**src/decp_map.vh**
```
// Purpose: constants for the two-edge capture channel pair
// Assumes: 16-bit free-running counter value, 2-bit edge selections
// Notes: definitions only
`ifndef DECP_MAP_VH
`define DECP_MAP_VH
`define DECP_CNT_W 16
`define DECP_EDGE_NONE 2'h0
`define DECP_EDGE_RISE 2'h1
`define DECP_EDGE_FALL 2'h2
`define DECP_EDGE_BOTH 2'h3
`define DECP_VAL_RST 16'h0000
`define DECP_FLT_W 4
`define DECP_FLT_CNT_W 5
`define DECP_CH_FILTER0 2'h0
`define DECP_CH_FILTER2 2'h2
`endif

```
**src/decp_sync.v**
```verilog
// Purpose: two-stage synchroniser for the measured input
// Assumes: input is asynchronous to clk
// Notes: first stage is read only by the second stage
`timescale 1ns/1ps
`default_nettype none
module decp_sync (
  input wire clk,
  input wire sys_rst,
  input wire async_in,
  output reg sync_out
);
  reg meta_reg; // first stage, metastability catcher

  // two flops before any logic reads the pin
  always @(posedge clk)
  begin
    if (sys_rst)
    begin
      meta_reg <= 1'b0;
      sync_out <= 1'b0;
    end
    else
    begin
      meta_reg <= async_in;
      sync_out <= meta_reg;
    end
  end
endmodule // decp_sync
`default_nettype wire

```
**src/decp_filter.v**
```verilog
// Purpose: glitch filter for the synchronised even input
// Assumes: filt_val zero means pass-through
// Notes: a new level must hold filt_val+1 clocks before it is accepted
`timescale 1ns/1ps
`default_nettype none
`include "decp_map.vh"
module decp_filter (
  input wire clk,
  input wire sys_rst,
  input wire din,
  input wire filt_on,
  input wire [`DECP_FLT_W-1:0] filt_val,
  output reg dout
);
  reg [`DECP_FLT_CNT_W-1:0] cnt_reg; // stability counter
  wire bypass; // filter inactive

  assign bypass = ~filt_on | (filt_val == {`DECP_FLT_W{1'b0}});

  // count while the input differs from the accepted level
  always @(posedge clk)
  begin
    if (sys_rst)
    begin
      cnt_reg <= {`DECP_FLT_CNT_W{1'b0}};
      dout <= 1'b0;
    end
    else if (bypass)
    begin
      cnt_reg <= {`DECP_FLT_CNT_W{1'b0}};
      dout <= din;
    end
    else if (din == dout)
    begin
      // glitch ended before validation: restart
      cnt_reg <= {`DECP_FLT_CNT_W{1'b0}};
    end
    else if (cnt_reg >= {1'b0, filt_val})
    begin
      cnt_reg <= {`DECP_FLT_CNT_W{1'b0}};
      dout <= din;
    end
    else
    begin
      cnt_reg <= cnt_reg + {{(`DECP_FLT_CNT_W-1){1'b0}}, 1'b1};
    end
  end
endmodule // decp_filter
`default_nettype wire

```
**src/decp_pair.v**
```verilog
// Purpose: two-edge capture logic for one even/odd channel pair
// Assumes: counter is supplied free running on clk; software pulses are one cycle
// Notes: value outputs are the software-visible value registers
`timescale 1ns/1ps
`default_nettype none
`include "decp_map.vh"
// Functional notes
// - mode needs enhanced enable and pair enable
// - filter only for even channel 0 or 2
// - mode bit 0: one pair per arming
// - mode bit 1: capture pairs continuously while armed
// - even select first edge, odd second
// - odd channel input ignored entirely
// - first edge sets even flag, maybe interrupt
// - second edge sets odd flag only after even
// - counter latched into even then odd values
// - values coherent; read even before odd
// - capture only while arm bit set
// - one-shot clears arm at second edge
// - one-shot takes single edge pair only
// - continuous: odd flag per pair, values overwritten
// - continuous: odd flag clear alone, newest pair
// - rise then fall positive width, reverse negative
// - same polarity selects period measurement
// - even value read moves odd buffer out
module decp_pair #(
  parameter [1:0] EVEN_CH = 2'h0
) (
  input wire clk,
  input wire sys_rst,
  input wire even_in,
  input wire odd_in,
  input wire [`DECP_CNT_W-1:0] counter_value,
  input wire enhanced_features_enable,
  input wire pair_two_edge_capture_enable,
  input wire channel_mode_select_a,
  input wire [1:0] even_edge_select,
  input wire [1:0] odd_edge_select,
  input wire even_interrupt_enable,
  input wire odd_interrupt_enable,
  input wire filter_enable,
  input wire [`DECP_FLT_W-1:0] filter_value,
  input wire capture_arm_set,
  input wire capture_arm_clear,
  input wire even_flag_clear,
  input wire odd_flag_clear,
  input wire even_value_read,
  output reg capture_arm_reg,
  output reg even_event_flag_reg,
  output reg odd_event_flag_reg,
  output wire even_irq,
  output wire odd_irq,
  output reg [`DECP_CNT_W-1:0] even_value_reg,
  output reg [`DECP_CNT_W-1:0] odd_value_reg,
  output wire dual_mode_active,
  output wire measure_period,
  output wire measure_positive_width,
  output wire measure_negative_width
);
  wire in_sync; // synchronised even input
  wire in_filt; // filtered even input
  wire filt_allowed; // filter permitted on this pair
  reg in_prev_reg; // previous sample for edge detection
  wire rise; // rising edge this cycle
  wire fall; // falling edge this cycle
  wire even_edge_hit; // first-edge selection matched
  wire odd_edge_hit; // second-edge selection matched
  wire cap_first; // capture the first edge now
  wire cap_second; // capture the second edge now
  reg [`DECP_CNT_W-1:0] even_buf_reg; // even capture buffer
  reg [`DECP_CNT_W-1:0] odd_buf_reg; // odd capture buffer
  reg odd_buf_new_reg; // odd buffer holds an unread pair
  reg first_seen_reg; // first edge of current pair taken

  // the odd pin is never looked at in this mode
  wire unused_odd = odd_in;

  assign dual_mode_active = enhanced_features_enable & pair_two_edge_capture_enable;

  // filtering only reaches the even channels 0 and 2
  assign filt_allowed = filter_enable &
    ((EVEN_CH == `DECP_CH_FILTER0) | (EVEN_CH == `DECP_CH_FILTER2));

  decp_sync u_sync (
    .clk(clk),
    .sys_rst(sys_rst),
    .async_in(even_in),
    .sync_out(in_sync)
  );

  decp_filter u_filter (
    .clk(clk),
    .sys_rst(sys_rst),
    .din(in_sync),
    .filt_on(filt_allowed),
    .filt_val(filter_value),
    .dout(in_filt)
  );

  // edge detector sampled once per clock
  always @(posedge clk)
  begin
    if (sys_rst)
      in_prev_reg <= 1'b0;
    else
      in_prev_reg <= in_filt;
  end

  assign rise = in_filt & ~in_prev_reg;
  assign fall = ~in_filt & in_prev_reg;

  // both channel selections look at the even input only
  assign even_edge_hit = (even_edge_select[0] & rise) | (even_edge_select[1] & fall);
  assign odd_edge_hit = (odd_edge_select[0] & rise) | (odd_edge_select[1] & fall);

  // classification of the measurement set up by software
  assign measure_period = (even_edge_select == odd_edge_select) &
    (even_edge_select != `DECP_EDGE_NONE);
  assign measure_positive_width = (even_edge_select == `DECP_EDGE_RISE) &
    (odd_edge_select == `DECP_EDGE_FALL);
  assign measure_negative_width = (even_edge_select == `DECP_EDGE_FALL) &
    (odd_edge_select == `DECP_EDGE_RISE);

  // second edge needs the first one and the even flag; first edge otherwise
  assign cap_second = dual_mode_active & capture_arm_reg & first_seen_reg &
    even_event_flag_reg & odd_edge_hit;
  assign cap_first = dual_mode_active & capture_arm_reg & ~first_seen_reg &
    even_edge_hit;

  // arm bit: one-shot drops it after the second edge
  always @(posedge clk)
  begin
    if (sys_rst)
      capture_arm_reg <= 1'b0;
    else if (cap_second & ~channel_mode_select_a)
      capture_arm_reg <= 1'b0;
    else if (capture_arm_set)
      capture_arm_reg <= 1'b1;
    else if (capture_arm_clear)
      capture_arm_reg <= 1'b0;
  end

  // pair sequencing: first, then second, then again if continuous
  always @(posedge clk)
  begin
    if (sys_rst)
      first_seen_reg <= 1'b0;
    else if (~dual_mode_active | ~capture_arm_reg)
      first_seen_reg <= 1'b0;
    else if (cap_second)
      first_seen_reg <= 1'b0; // next pair may begin
    else if (cap_first)
      first_seen_reg <= 1'b1;
  end

  // event flags: hardware set wins over a clear in the same cycle
  always @(posedge clk)
  begin
    if (sys_rst)
    begin
      even_event_flag_reg <= 1'b0;
      odd_event_flag_reg <= 1'b0;
    end
    else
    begin
      if (cap_first)
        even_event_flag_reg <= 1'b1;
      else if (even_flag_clear)
        even_event_flag_reg <= 1'b0;
      if (cap_second)
        odd_event_flag_reg <= 1'b1;
      else if (odd_flag_clear)
        odd_event_flag_reg <= 1'b0;
    end
  end

  assign even_irq = even_event_flag_reg & even_interrupt_enable;
  assign odd_irq = odd_event_flag_reg & odd_interrupt_enable;

  // capture buffers and coherent value registers
  // even buffer moves out at the second edge so the pair stays matched;
  // odd buffer moves out on the even read, so read even first
  always @(posedge clk)
  begin
    if (sys_rst)
    begin
      even_buf_reg <= `DECP_VAL_RST;
      odd_buf_reg <= `DECP_VAL_RST;
      odd_buf_new_reg <= 1'b0;
      even_value_reg <= `DECP_VAL_RST;
      odd_value_reg <= `DECP_VAL_RST;
    end
    else
    begin
      if (cap_first)
        even_buf_reg <= counter_value;
      if (cap_second)
      begin
        even_value_reg <= even_buf_reg;
        odd_buf_reg <= counter_value;
        odd_buf_new_reg <= 1'b1;
      end
      else if (even_value_read & odd_buf_new_reg)
      begin
        odd_value_reg <= odd_buf_reg;
        odd_buf_new_reg <= 1'b0;
      end
    end
  end
endmodule // decp_pair
`default_nettype wire

```
**config.mk**
```make
export PLATFORM = sky130hd
export DESIGN_NAME = decp_pair
export DESIGN_NICKNAME = d
export VERILOG_FILES = /design/src/decp_sync.v /design/src/decp_filter.v /design/src/decp_pair.v
export VERILOG_INCLUDE_DIRS = /design/src
export SDC_FILE = /design/constraint.sdc
export NUM_CORES = 1
export LEC_CHECK = 0
export BUFFER_PORTS_ARGS = -buffer_cell sky130_fd_sc_hd__buf_2
export CAP_MARGIN = 30
export CORE_UTILIZATION = 54
export CTS_BUF_LIST = sky130_fd_sc_hd__clkbuf_8
export DETAILED_ROUTE_END_ITERATION = 7
export GPL_ROUTABILITY_DRIVEN = 0
export HOLD_SLACK_MARGIN = 0.06
export PLACE_DENSITY = 0.88
export SLEW_MARGIN = 20
export SYNTH_ARGS = -nofsm -noshare
export SYNTH_HDL_FRONTEND = slang
export SYNTH_SLANG_ARGS = --single-unit
```
**constraint.sdc**
```tcl
create_clock -name clk -period 2 [get_ports clk]
set_clock_uncertainty 0.15 [all_clocks]
set_input_delay 0.1 -clock clk [delete_from_list [all_inputs] [get_ports clk]]
set_output_delay 0.1 -clock clk [all_outputs]
set_load 0.1 [all_outputs]
```
-- After elaboration in Yosys (flattened, before gate mapping)
Index checks and enable logic that the tools add are counted.
- equal/unequal tests: 7
- reduce and logical (&&, ||, !) cells: 12
- bitwise logic cells: 32
- multiplexer cells: 11
- order comparisons: 1
- $add $sub $neg: 1
- operator list (cell ; count):
    1-bit AND ; 20
    2-bit nonzero test ; 6
    1-bit 2-to-1 mux ; 11
    1-bit NOT ; 8
    5-bit by 1-bit adder with 5-bit output (second input constant) ; 1
    5-bit by 4-bit >= comparator with 1-bit output ; 1
    2-bit by 1-bit == test with 1-bit output (second input constant) ; 2
    2-bit == test (second input constant) ; 2
    4-bit logical NOT ; 1
    1-bit bitwise OR ; 4
    2-bit AND reduction ; 2
    4-bit OR reduction ; 1
    3-bit OR reduction ; 1
    2-bit == test ; 1
    2-bit by 1-bit != test with 1-bit output (second input constant) ; 1
    2-bit OR reduction ; 1
    1-bit == test ; 1
- output and inout bits: 41
- bits in registers: 78
- input port bits: 39

-- Longest topological paths before layout
Gate-level depths: netlist (run 1).
- depth in word-level cells: 7
- mapped depth: 6
- gate-level depth less buffers: 6

-- Cells and area by module
A second synthesis (run 1) with hierarchy kept.
- cell total of the unflattened synthesis: 371
- area, all modules: 3774.9 µm²
- modules (own cells, without submodules) (module ; area each (µm²) ; cells each ; sequential area each (µm²) ; times used):
    decp_pair ; 3352.0 ; 327 ; 1401.3 ; 1
    decp_filter ; 370.4 ; 40 ; 120.1 ; 1
    decp_sync ; 52.6 ; 4 ; 40.0 ; 1

-- Least setup slack after synthesis (run 1)
OpenSTA, ideal clock, no wires.
- path kind: input to output
- from: input port even_edge_select[0]
- to: output port measure_negative_width
- path slack: -1.263 ns
- data arrival time: 3.013 ns
- stages on the path: 1
- required time: 1.750 ns
- path through: nor4bb_1
- cells in the longest elaborated chain, start to end: 2
- ends and longest elaborated chain (item ; RTL line ; source):
    from (decl) ; decp_pair.v:37 ; input wire [1:0] even_edge_select,
    2-bit == test (no source line) ; -- ;
    1-bit AND ; decp_pair.v:121 ; assign measure_negative_width = (even_edge_select == `DECP_EDGE_FALL) &
    to (decl) ; decp_pair.v:58 ; output wire measure_negative_width
No other way between the ends.

-- Worst setup path after layout (run 1)
- from: register u_filter.dout
- to: register odd_value_reg[1]
- cells in the longest elaborated chain, start to end: 7
- elaborated cells between the ends (all ways): 9
- classes of those cells: 8 x bitwise; 1 x reduce/logical
- ends and longest elaborated chain (item ; RTL line ; source):
    from (decl) ; decp_filter.v:13 ; output reg dout
    from (signal assigned) ; decp_filter.v:31 ; dout <= din;
    from (signal assigned) ; decp_filter.v:41 ; dout <= din;
    1-bit NOT ; decp_pair.v:110 ; assign fall = ~in_filt & in_prev_reg;
    1-bit AND ; decp_pair.v:110 ;
    1-bit AND ; decp_pair.v:114 ; assign odd_edge_hit = (odd_edge_select[0] & rise) | (odd_edge_select[1] & fall);
    1-bit bitwise OR (*) ; decp_pair.v:114 ;
    1-bit AND (*) ; decp_pair.v:126 ; even_event_flag_reg & odd_edge_hit;
    1-bit NOT (no source line) (*) ; -- ;
    2-bit AND reduction (no source line) (*) ; -- ;
    to (signal assigned) ; decp_pair.v:191 ; odd_value_reg <= `DECP_VAL_RST;
    to (signal assigned) ; decp_pair.v:205 ; odd_value_reg <= odd_buf_reg;
    to (decl) ; decp_pair.v:54 ; output reg [`DECP_CNT_W-1:0] odd_value_reg,
Mark *: on every way between the ends. The rest lies on a longest branch, timed or not.
A chain may end at the register's enable or synchronous reset.

==> flow_summary.json, run 1 <==
{
  "status": "complete, no violations",
  "rr_startpoint": "u_filter.dout",
  "power_leakage_uw": 0.00156,
  "cp.required_ns": 2.12,
  "hp-class": "in2reg",
  "yosysTopAreaCell": "dfxtp_1",
  "p_per_area_nw_per_um2": 763,
  "cts_buffer_depth": 2,
  "period_share_pct": 91.3,
  "critical_path_class": "reg2reg",
  "die_w_um": 76.9,
  "setup_ws_ns": 0.175,
  "fin_crit_ns": 1.83,
  "antenna_found_initial": 0,
  "antenna_left": 0,
  "clock-root-buffer": "clkbuf_8",
  "seq_area_frac_synth_pct": 51.5,
  "report.final.setup_viol": 0,
  "synth.top_cells.by_area": "dfxtp_1, a21oi_1, nand2_1, mux2i_1, nand3_1",
  "cts_tree": "done",
  "r2r_slack_ns": 0.17,
  "critPathLaunchType": "register",
  "antenna_cells": 0,
  "cts-htree-levels": 3,
  "worstPathArrival_ns": 1.95,
  "ys_seq_elements": 78,
  "port_buffers": 78,
  "fp.dieArea_um2": 5920,
  "internal-power_uw": 2370,
  "wl_per_cell_um": 13.3,
  "worstMarginPinSlew_ns": 0.581,
  "grt_overflow": 0,
  "finalWirelength_um": 6860,
  "max-vdd-ir-drop_mv": 0.567,
  "routed_via_density": 5.28,
  "first_pass_iters": 6,
  "maxSlewHeadroom_pct": 61.3,
  "synth_top_cells_by_count": "dfxtp_1, nand2_1, a21oi_1",
  "reg2reg_depth": 5,
  "maxSlewViolCount": 0,
  "netlist_area_um2": 3030,
  "synth_nets": 392,
  "hold_viol_final": 0,
  "min_path_cells": 3,
  "start_util_pct": 57.5,
  "cp_max_fo": 48,
  "clk_latency_ns": 0.33,
  "crit_end": "odd_value_reg[1]",
  "die_h_um": 76.9,
  "path_clk_slew_ns": 0.08,
  "grt_pass1_wl_um": 11600,
  "layout-drive-gt1-share_pct": 24.3,
  "power.switching_uw": 651,
  "synth_cell_types": 33,
  "yosysMostFrequentCell": "dfxtp_1",
  "switching_share_pct": 21.5,
  "synthCells": 348,
  "fillers": 375,
  "drcViolationCount": 0,
  "synth_top_area_share_pct": 51.5,
  "fmax_mhz": 548,
  "hold_path.startpoint": "enhanced_features_enable",
  "yosys_warnings": 0,
  "num_io_pins": 80,
  "nets": 485,
  "cts_resized": 0,
  "area_delta_synth_final_pct": 30.7,
  "r2r_end": "odd_value_reg[1]",
  "num_vias": 2717,
  "cts_buffers": 9,
  "synth-edff-count": 0,
  "post_cts_buffers": 0,
  "rsz0062_at_grt": "false",
  "grt_pass1_vias": 2629,
  "critPathLaunch": "u_filter.dout",
  "gr-usage-all-layers_pct": 24.8,
  "synthArstFlopShare_pct": 0,
  "tns_ns": 0,
  "preCtsSetupSlack_ns": 0.187,
  "first_iter_violations": 175,
  "rows": 26,
  "seqPwrFrac_pct": 51.6,
  "power_frac_clock_pct": 42.1,
  "grt_max_degree": 54,
  "cap_viol_max_count": 0,
  "combPwrFrac_pct": 6.3,
  "coreArea_um2": 5270,
  "yosys_most_used_dff": "dfxtp_1",
  "syn_avg_cell_area_um2": 8.71,
  "place_hpwl_um": 4550,
  "cts_num_sinks": 78,
  "endpoint_kind": "register"
}
[critical path: stages, from the launching register on]
cell and delay [ns]:
dfxtp_1 0.37, nand3b_1 0.28, a2111oi_4 0.40, buf_12 0.26, o21ai_0 0.14, a21oi_1 0.15
[placed cells by master, fill, tap and decap left out, types with 2 or more instances in the layout]
| master | count |
|---|---|
| a211oi_1 | 2 |
| a21oi_1 | 52 |
| and2_1 | 3 |
| buf_12 | 3 |
| buf_2 | 78 |
| bufinv_16 | 2 |
| clkbuf_8 | 10 |
| clkinvlp_4 | 2 |
| dfxtp_1 | 76 |
| dlygate4sd3_1 | 24 |
| ha_1 | 5 |
| inv_1 | 10 |
| mux2i_1 | 16 |
| nand2_1 | 65 |
| nand2b_1 | 3 |
| nand3_1 | 20 |
| nand3b_1 | 3 |
| nor2_1 | 24 |
| nor2b_1 | 4 |
| nor4_1 | 2 |
| nor4bb_4 | 2 |
| o21ai_0 | 15 |
| o21ai_1 | 3 |
| xnor2_1 | 4 |
[kinds of logic (layout without fill, tap and decap cells)]
| group | count (synthesis) | count (layout) | share of synthesized area, % |
|---|---|---|---|
| AO/OA/AOI/OAI | 77 | 77 | 14.1 |
| AND/OR/NAND/NOR | 132 | 132 | 19.9 |
| XOR/XNOR | 5 | 5 | 1.44 |
| buffers and inverters | 34 | 131 | 5.37 |
| multiplexers | 17 | 17 | 5.65 |
| adder cells (fa/ha/maj) | 5 | 5 | 2.06 |
| flip-flops | 78 | 78 | 51.5 |
[layer usage]
layer	track usage [%]	vias to the layer above	wire length (µm)
met3	6.07	11	426
met1	28.1	1254	2920
met2	42.6	95	3390
met4	13.7	0	125
li1	-	1357	-
met5	0	-	0
[metrics by stage]
stage / hold slack [ns] / total power [µW] / cell area [µm²] / utilization, % / std cells
3_5_place_dp: 0.166 / 1750 / 3500 / 66.4 / 476
3_3_place_gp: 0.170 / 1750 / 3500 / 66.4 / 476
2_1_floorplan: 0.0309 / 1690 / 3070 / - / 348
5_1_grt: 0.118 / 3130 / 3960 / 75.2 / 515
6_report: 0.110 / 3020 / 3960 / 75.2 / 515
4_1_cts: 0.0959 / 3050 / 3960 / 75.2 / 515
[final cells by class]
cell class	instances	area (µm²)	share of cell area [%]
inverter	10	37.5	0.947
sequential	78	1570	39.5
clock buffer	10	138	3.47
timing repair buffer	106	698	17.6
multi-input combinational	236	1350	34.1
tap	70	87.6	2.21
clock inverter	5	83.8	2.12
[power groups by stage]
stage                     combinational, µW  clock [µW]  sequential [µW]
after floorplan                        79.8           0             1610
after global placement                  150           0             1600
after detailed placement                153           0             1600
after CTS                               191        1300             1560
after global routing                    204        1360             1560
final                                   192        1270             1560
[worst min path at each step]
| stage | slack (ns) | endpoint |
|---|---|---|
| after floorplan | 0.03 | in_prev_reg |
| after global placement | 0.17 | u_sync.meta_reg |
| after detailed placement | 0.17 | u_sync.meta_reg |
| after CTS | 0.1 | first_seen_reg |
| after global routing | 0.12 | first_seen_reg |
| final | 0.11 | first_seen_reg |
[what timing repair did]
action | in CTS | in global routing
hold endpoints to repair | 47 | 0
endpoints found under the setup margin | 0 | 0
hold buffers | 24 | 0
No activity file was read; power rests on OpenSTA's default activity.
==> run 2, diff against run 1 <==
==> constraint.sdc (replaced) <==
create_clock -name clk -period 1.8 [get_ports clk]
set_clock_uncertainty 0.15 [all_clocks]
set_input_delay 0.09 -clock clk [delete_from_list [all_inputs] [get_ports clk]]
set_output_delay 0.09 -clock clk [all_outputs]
set_load 0.1 [all_outputs]
==> run 2 against run 1 <==
Net effect: the run now ends with negative setup slack left; final area is 4.3% higher; combinational power up 24%; critical path type unchanged; utilization up 3.3 points; cell count is 2.3% higher; worst setup slack worse by 0.32 ns; critical endpoint is now odd_value_reg[9]; via count is 5.8% higher; clock-buffer cell count shrank 1; global-route usage is 2.0 points higher; first-iteration DRC count up 69%.
==> flow_summary.json, run 2 (synthesis gave the netlist of run 1 again) <==
{
  "seq_area_um2": 1580,
  "critical_path_class": "reg2reg",
  "p_per_area_nw_per_um2": 793,
  "num_io_pins": 80,
  "grt_use_met1_pct": 30.9,
  "cts-htree-levels": 3,
  "cts_tree": "done",
  "finalWirelength_um": 8250,
  "power_leakage_uw": 0.00162,
  "r2r_end": "odd_value_reg[9]",
  "status": "finished with violations",
  "cp.required_ns": 1.92,
  "worstMarginPinSlew_ns": 0.779,
  "num_vias": 2874,
  "first_pass_iters": 5,
  "grt_util_met3_pct": 7.50,
  "r2r_slack_ns": -0.14,
  "crit_top_cell": "buf_6",
  "gr-usage-all-layers_pct": 26.8,
  "crit_slowest_cell": "a2111oi_4",
  "antenna_found_initial": 0,
  "maxSlewHeadroom_pct": 47.6,
  "min_path_cells": 5,
  "wl_per_cell_um": 15.7,
  "report.final.setup_viol": 33,
  "layout_commonest_cell": "buf_2",
  "final_cell_mix": "buf_2, dfxtp_1, nand2_1, a21oi_1, dlygate4sd3_1",
  "gr-max-usage-layer": "met2",
  "nets": 496,
  "start_util_pct": 57.5,
  "die_w_um": 76.9,
  "tns_ns": -0.787,
  "violations": "negative setup slack",
  "reg2reg_depth": 6,
  "cts_buffers": 9,
  "antenna_left": 0,
  "period_share_pct": 108,
  "fmax_mhz": 515,
  "layout-drive-gt1-share_pct": 28.7,
  "hold_viol_final": 0,
  "antenna_cells": 0,
  "place_hpwl_um": 4560,
  "cp_max_fo": 6,
  "fin_crit_ns": 1.94,
  "grt_pass1_vias": 2669,
  "port_buffers": 78,
  "min_to": "u_filter.cnt_reg[1]",
  "rsz0062_at_grt": "true",
  "setup_ws_ns": -0.143,
  "rows": 26,
  "hp-class": "in2reg",
  "path_clk_slew_ns": 0.08,
  "routed_via_density": 5.45,
  "drcViolationCount": 0,
  "hold_path.startpoint": "filter_enable",
  "grt_use_met2_pct": 45.3,
  "holdWs_ns": 0.195,
  "rr_startpoint": "u_filter.dout",
  "worstPathArrival_ns": 2.07,
  "crit_chain": "nand3b_1 -> a2111oi_4 -> buf_6 -> buf_6 -> o21ai_0 -> a21oi_1",
  "multi_input_area_um2": 1420,
  "grt_pass1_wl_um": 12200,
  "grt_max_degree": 53,
  "maxSlewViolCount": 0,
  "cap_viol_max_count": 0,
  "fillers": 335,
  "first_iter_violations": 295,
  "slowest_delay_ns": 0.41,
  "area_delta_synth_final_pct": 36.4,
  "coreArea_um2": 5270,
  "cts_buffer_depth": 2,
  "critPathLaunchType": "register",
  "clk_latency_ns": 0.35,
  "clock-root-buffer": "clkbuf_8",
  "endpoint_kind": "register",
  "max-vdd-ir-drop_mv": 0.586,
  "die_h_um": 76.9,
  "fp.dieArea_um2": 5920,
  "grt_overflow": 0,
  "cts_num_sinks": 78
}
## run 2: cell types whose count changed in the layout (fill, tap and decap cells not counted), moves of 3 or more
cell and change:
buf_4 +5, o21ai_0 -3, a21oi_2 +4, a21oi_1 -4, dfxtp_1 -3
## run 2: cell type report
| cell class | instances | share of cell area [%] |
|---|---|---|
| flip-flops and latches | 78 | 38.1 |
| multi-input cells | 236 | 34.3 |
| repair buffers | 117 | 19.8 |
| clock buffers | 9 | 3.00 |
| well taps | 70 | 2.12 |
| clock inverters | 7 | 1.76 |
| inverters | 10 | 0.908 |
## run 2: worst max path at each step
stage,from,end,slack [ns],depth (start not counted)
global placement,u_filter.dout,odd_value_reg[1],0.08,5
CTS,u_filter.cnt_reg[0],u_filter.dout,0.01,6
floorplan,capture_arm_reg,even_value_reg[1],0.002,6
detailed placement,u_filter.cnt_reg[3],u_filter.cnt_reg[3],-0.02,5
finish,u_filter.dout,odd_value_reg[9],-0.14,6
global route,u_filter.dout,odd_value_reg[9],-0.18,6
## run 2: layer usage
layer,routed length (µm),vias up
met5,0,-
met4,286,0
met3,419,25
met2,4200,115
met1,3340,1353
li1,-,1381
## run 2: timing repair
| item | in CTS | in global routing |
|---|---|---|
| gates resized for setup | 1 | 23 |
| hold buffers | 26 | 0 |
| cloned | 0 | 3 |
| hold endpoints to repair | 52 | 0 |
| buffers inserted | 0 | 4 |
| pin swaps | 0 | 13 |
| endpoints found under the setup margin | 5 | 46 |
## run 2: report_power, final
part           switching, µW  total, µW  internal, µW
clock network            663       1310           646
registers               4.30       1730          1730
logic                    133        239           105
## run 2: critical path: cells and delay by family, from the launching register on
kind,cells,cell delay (ns)
buf+inv,2,0.32
flops,1,0.37
compound gates,3,0.76
simple gates,1,0.26
## run 2: per-stage QoR
stage | std cells | setup WS [ns] | area (µm²) | total power (µW) | util (%)
after global routing | 527 | -0.182 | 4130 | 3390 | 78.4
after floorplan | 348 | 0.00190 | 3080 | 1870 | -
after detailed placement | 478 | -0.0200 | 3520 | 1950 | 66.9
final | 527 | -0.143 | 4130 | 3280 | 78.4
after global placement | 478 | 0.0761 | 3520 | 1940 | 66.9
after CTS | 520 | 0.0108 | 3980 | 3270 | 75.5
==> run 3, diff against run 2 <==
--- a/config.mk
+++ b/config.mk
@@ -14,7 +14,7 @@
 export GPL_ROUTABILITY_DRIVEN = 0
 export HOLD_SLACK_MARGIN = 0.06
 export PLACE_DENSITY = 0.88
-export SLEW_MARGIN = 20
 export SYNTH_ARGS = -nofsm -noshare
 export SYNTH_HDL_FRONTEND = slang
 export SYNTH_SLANG_ARGS = --single-unit
+export TNS_END_PERCENT = 5
==> run 3 against run 2 <==
Net effect: the flow still finishes with violations (negative setup slack); clock power hardly changed; hold slack worse by 0.038 ns; global-route usage is 0.87 points lower; cell count is 0.57% higher; wire length is 9.4% higher; maximum frequency is 4.3% lower; non-clock buffer count is 3 higher; largest power group unchanged.
==> flow_summary.json, run 3 (synthesis gave the netlist of run 1 again) <==
{
  "layout_commonest_cell": "buf_2",
  "cts_tree": "done",
  "final_cell_area_um2": 4210,
  "critPathLaunch": "u_filter.dout",
  "crit_chain": "nand3b_1 -> a2111oi_4 -> clkbuf_16 -> o21ai_0 -> a21oi_1",
  "rsz0062_at_grt": "true",
  "num_io_pins": 80,
  "nets": 499,
  "port_buffers": 78,
  "r2r_slack_ns": -0.23,
  "maxSlewViolCount": 0,
  "cap_viol_max_count": 0,
  "wl_met1_um": 3450,
  "fmax_mhz": 492,
  "antenna_left": 0,
  "critPathLaunchType": "register",
  "place_hpwl_um": 4490,
  "tns_ns": -4.23,
  "maxSlewHeadroom_pct": 59.3,
  "cts_buffer_depth": 2,
  "reg2reg_depth": 5,
  "clock-root-buffer": "clkbuf_8",
  "violations": "negative setup slack",
  "area_delta_synth_final_pct": 39.0,
  "slowest_delay_ns": 0.54,
  "rows": 26,
  "worstPathArrival_ns": 2.14,
  "max-vdd-ir-drop_mv": 0.516,
  "grt_max_degree": 59,
  "die_h_um": 76.9,
  "path_depth": 5,
  "hold_viol_final": 0,
  "hp-class": "in2reg",
  "p_per_area_nw_per_um2": 782,
  "setup_ws_ns": -0.231,
  "start_util_pct": 57.5,
  "grt_pass1_wl_um": 11900,
  "cts_buffers": 9,
  "path_clk_slew_ns": 0.08,
  "wl_met2_um": 4370,
  "top_layer": "met4",
  "grt_overflow": 0,
  "cp.required_ns": 1.91,
  "crit_slowest_cell": "a2111oi_4",
  "endpoint_kind": "register",
  "critical_path_class": "reg2reg",
  "fillers": 305,
  "critPathTopFamily": "compound AO/OA/AOI/OAI gates",
  "place_area_um2": 3530,
  "antenna_cells": 0,
  "wl_met3_um": 678,
  "min_to": "u_filter.cnt_reg[0]",
  "fp.dieArea_um2": 5920,
  "rr_startpoint": "u_filter.dout",
  "final_cell_mix": "buf_2, dfxtp_1, nand2_1, a21oi_1, dlygate4sd3_1",
  "finalWirelength_um": 9030,
  "cts-htree-levels": 3,
  "min_path_cells": 5,
  "clk_latency_ns": 0.35,
  "power_leakage_uw": 0.00166,
  "routed_via_density": 5.66,
  "cp_max_fo": 6,
  "status": "finished with violations",
  "first_pass_iters": 5,
  "antenna_found_initial": 0,
  "gr-usage-all-layers_pct": 25.9,
  "cts_num_sinks": 78,
  "cp_num_buf_inv": 1,
  "report.final.setup_viol": 61,
  "preCtsSetupSlack_ns": -0.00588,
  "r2r_end": "odd_value_reg[7]",
  "coreArea_um2": 5270,
  "hold_path.startpoint": "filter_enable",
  "wl_per_cell_um": 17.0,
  "worstMarginPinSlew_ns": 0.611,
  "layout-drive-gt1-share_pct": 29.3,
  "grt_pass1_vias": 2628,
  "period_share_pct": 113,
  "holdWs_ns": 0.157,
  "fin_util_pct": 79.9,
  "die_w_um": 76.9,
  "fin_crit_ns": 2.03,
  "drcViolationCount": 0,
  "first_iter_violations": 328,
  "num_vias": 2999
}
## run 3: cell types whose count changed in the layout (fill, tap and decap cells not counted), sizes merged
cell,before,now
inv,14,12
clkbuf,10,13
clkinv,0,2
## run 3: worst reg2reg max path, delay by kind of cell (launching register included)
family / cells / cell delay [ns]
AOI/OAI and AO/OA: 3 / 0.96
DFF: 1 / 0.36
buffers and inverters: 1 / 0.24
and+or+nand+nor: 1 / 0.24
## run 3: worst max path at each step
stage                        end  slack [ns]
3_3_place_gp   odd_value_reg[10]        0.09
6_report        odd_value_reg[7]       -0.23
3_5_place_dp       u_filter.dout      -0.006
2_1_floorplan            odd_irq       -0.25
4_1_cts         odd_value_reg[5]       -0.03
5_1_grt         odd_value_reg[7]       -0.26
## run 3: what timing repair did
| item | CTS | global route |
|---|---|---|
| pin swaps | 0 | 18 |
| resized for setup | 2 | 25 |
| buffers inserted | 0 | 4 |
| hold endpoints to repair | 45 | 0 |
| cloned | 0 | 7 |
| endpoints found under the setup margin | 3 | 34 |
| hold buffers | 26 | 0 |
## run 3: cell type report
cell class                      count  area [µm²]  area share (%)
Timing Repair Buffer              120         910            21.6
Sequential cell                    78        1570            37.3
Clock inverter                      7        80.1            1.90
Inverter                           10        37.5           0.891
Clock buffer                        9         124            2.94
Tap cell                           70        87.6            2.08
Multi-Input combinational cell    236        1400            33.3
## run 3: metrics by stage
step	instances	power [µW]
3_3_place_gp	477	1940
2_1_floorplan	348	1870
3_5_place_dp	477	1950
5_1_grt	530	3400
6_report	530	3290
4_1_cts	519	3290
## run 3: routing by layer
layer	vias to the layer above	global-route usage, %
li1	1386	-
met1	1381	31.8
met2	181	42.7
met3	51	6.31
met4	0	11.9
met5	-	0
## run 3: power breakdown
part,internal [µW],total [µW],switching (µW)
combinational,103,236,133
sequential,1730,1730,4.45
clock,654,1330,672
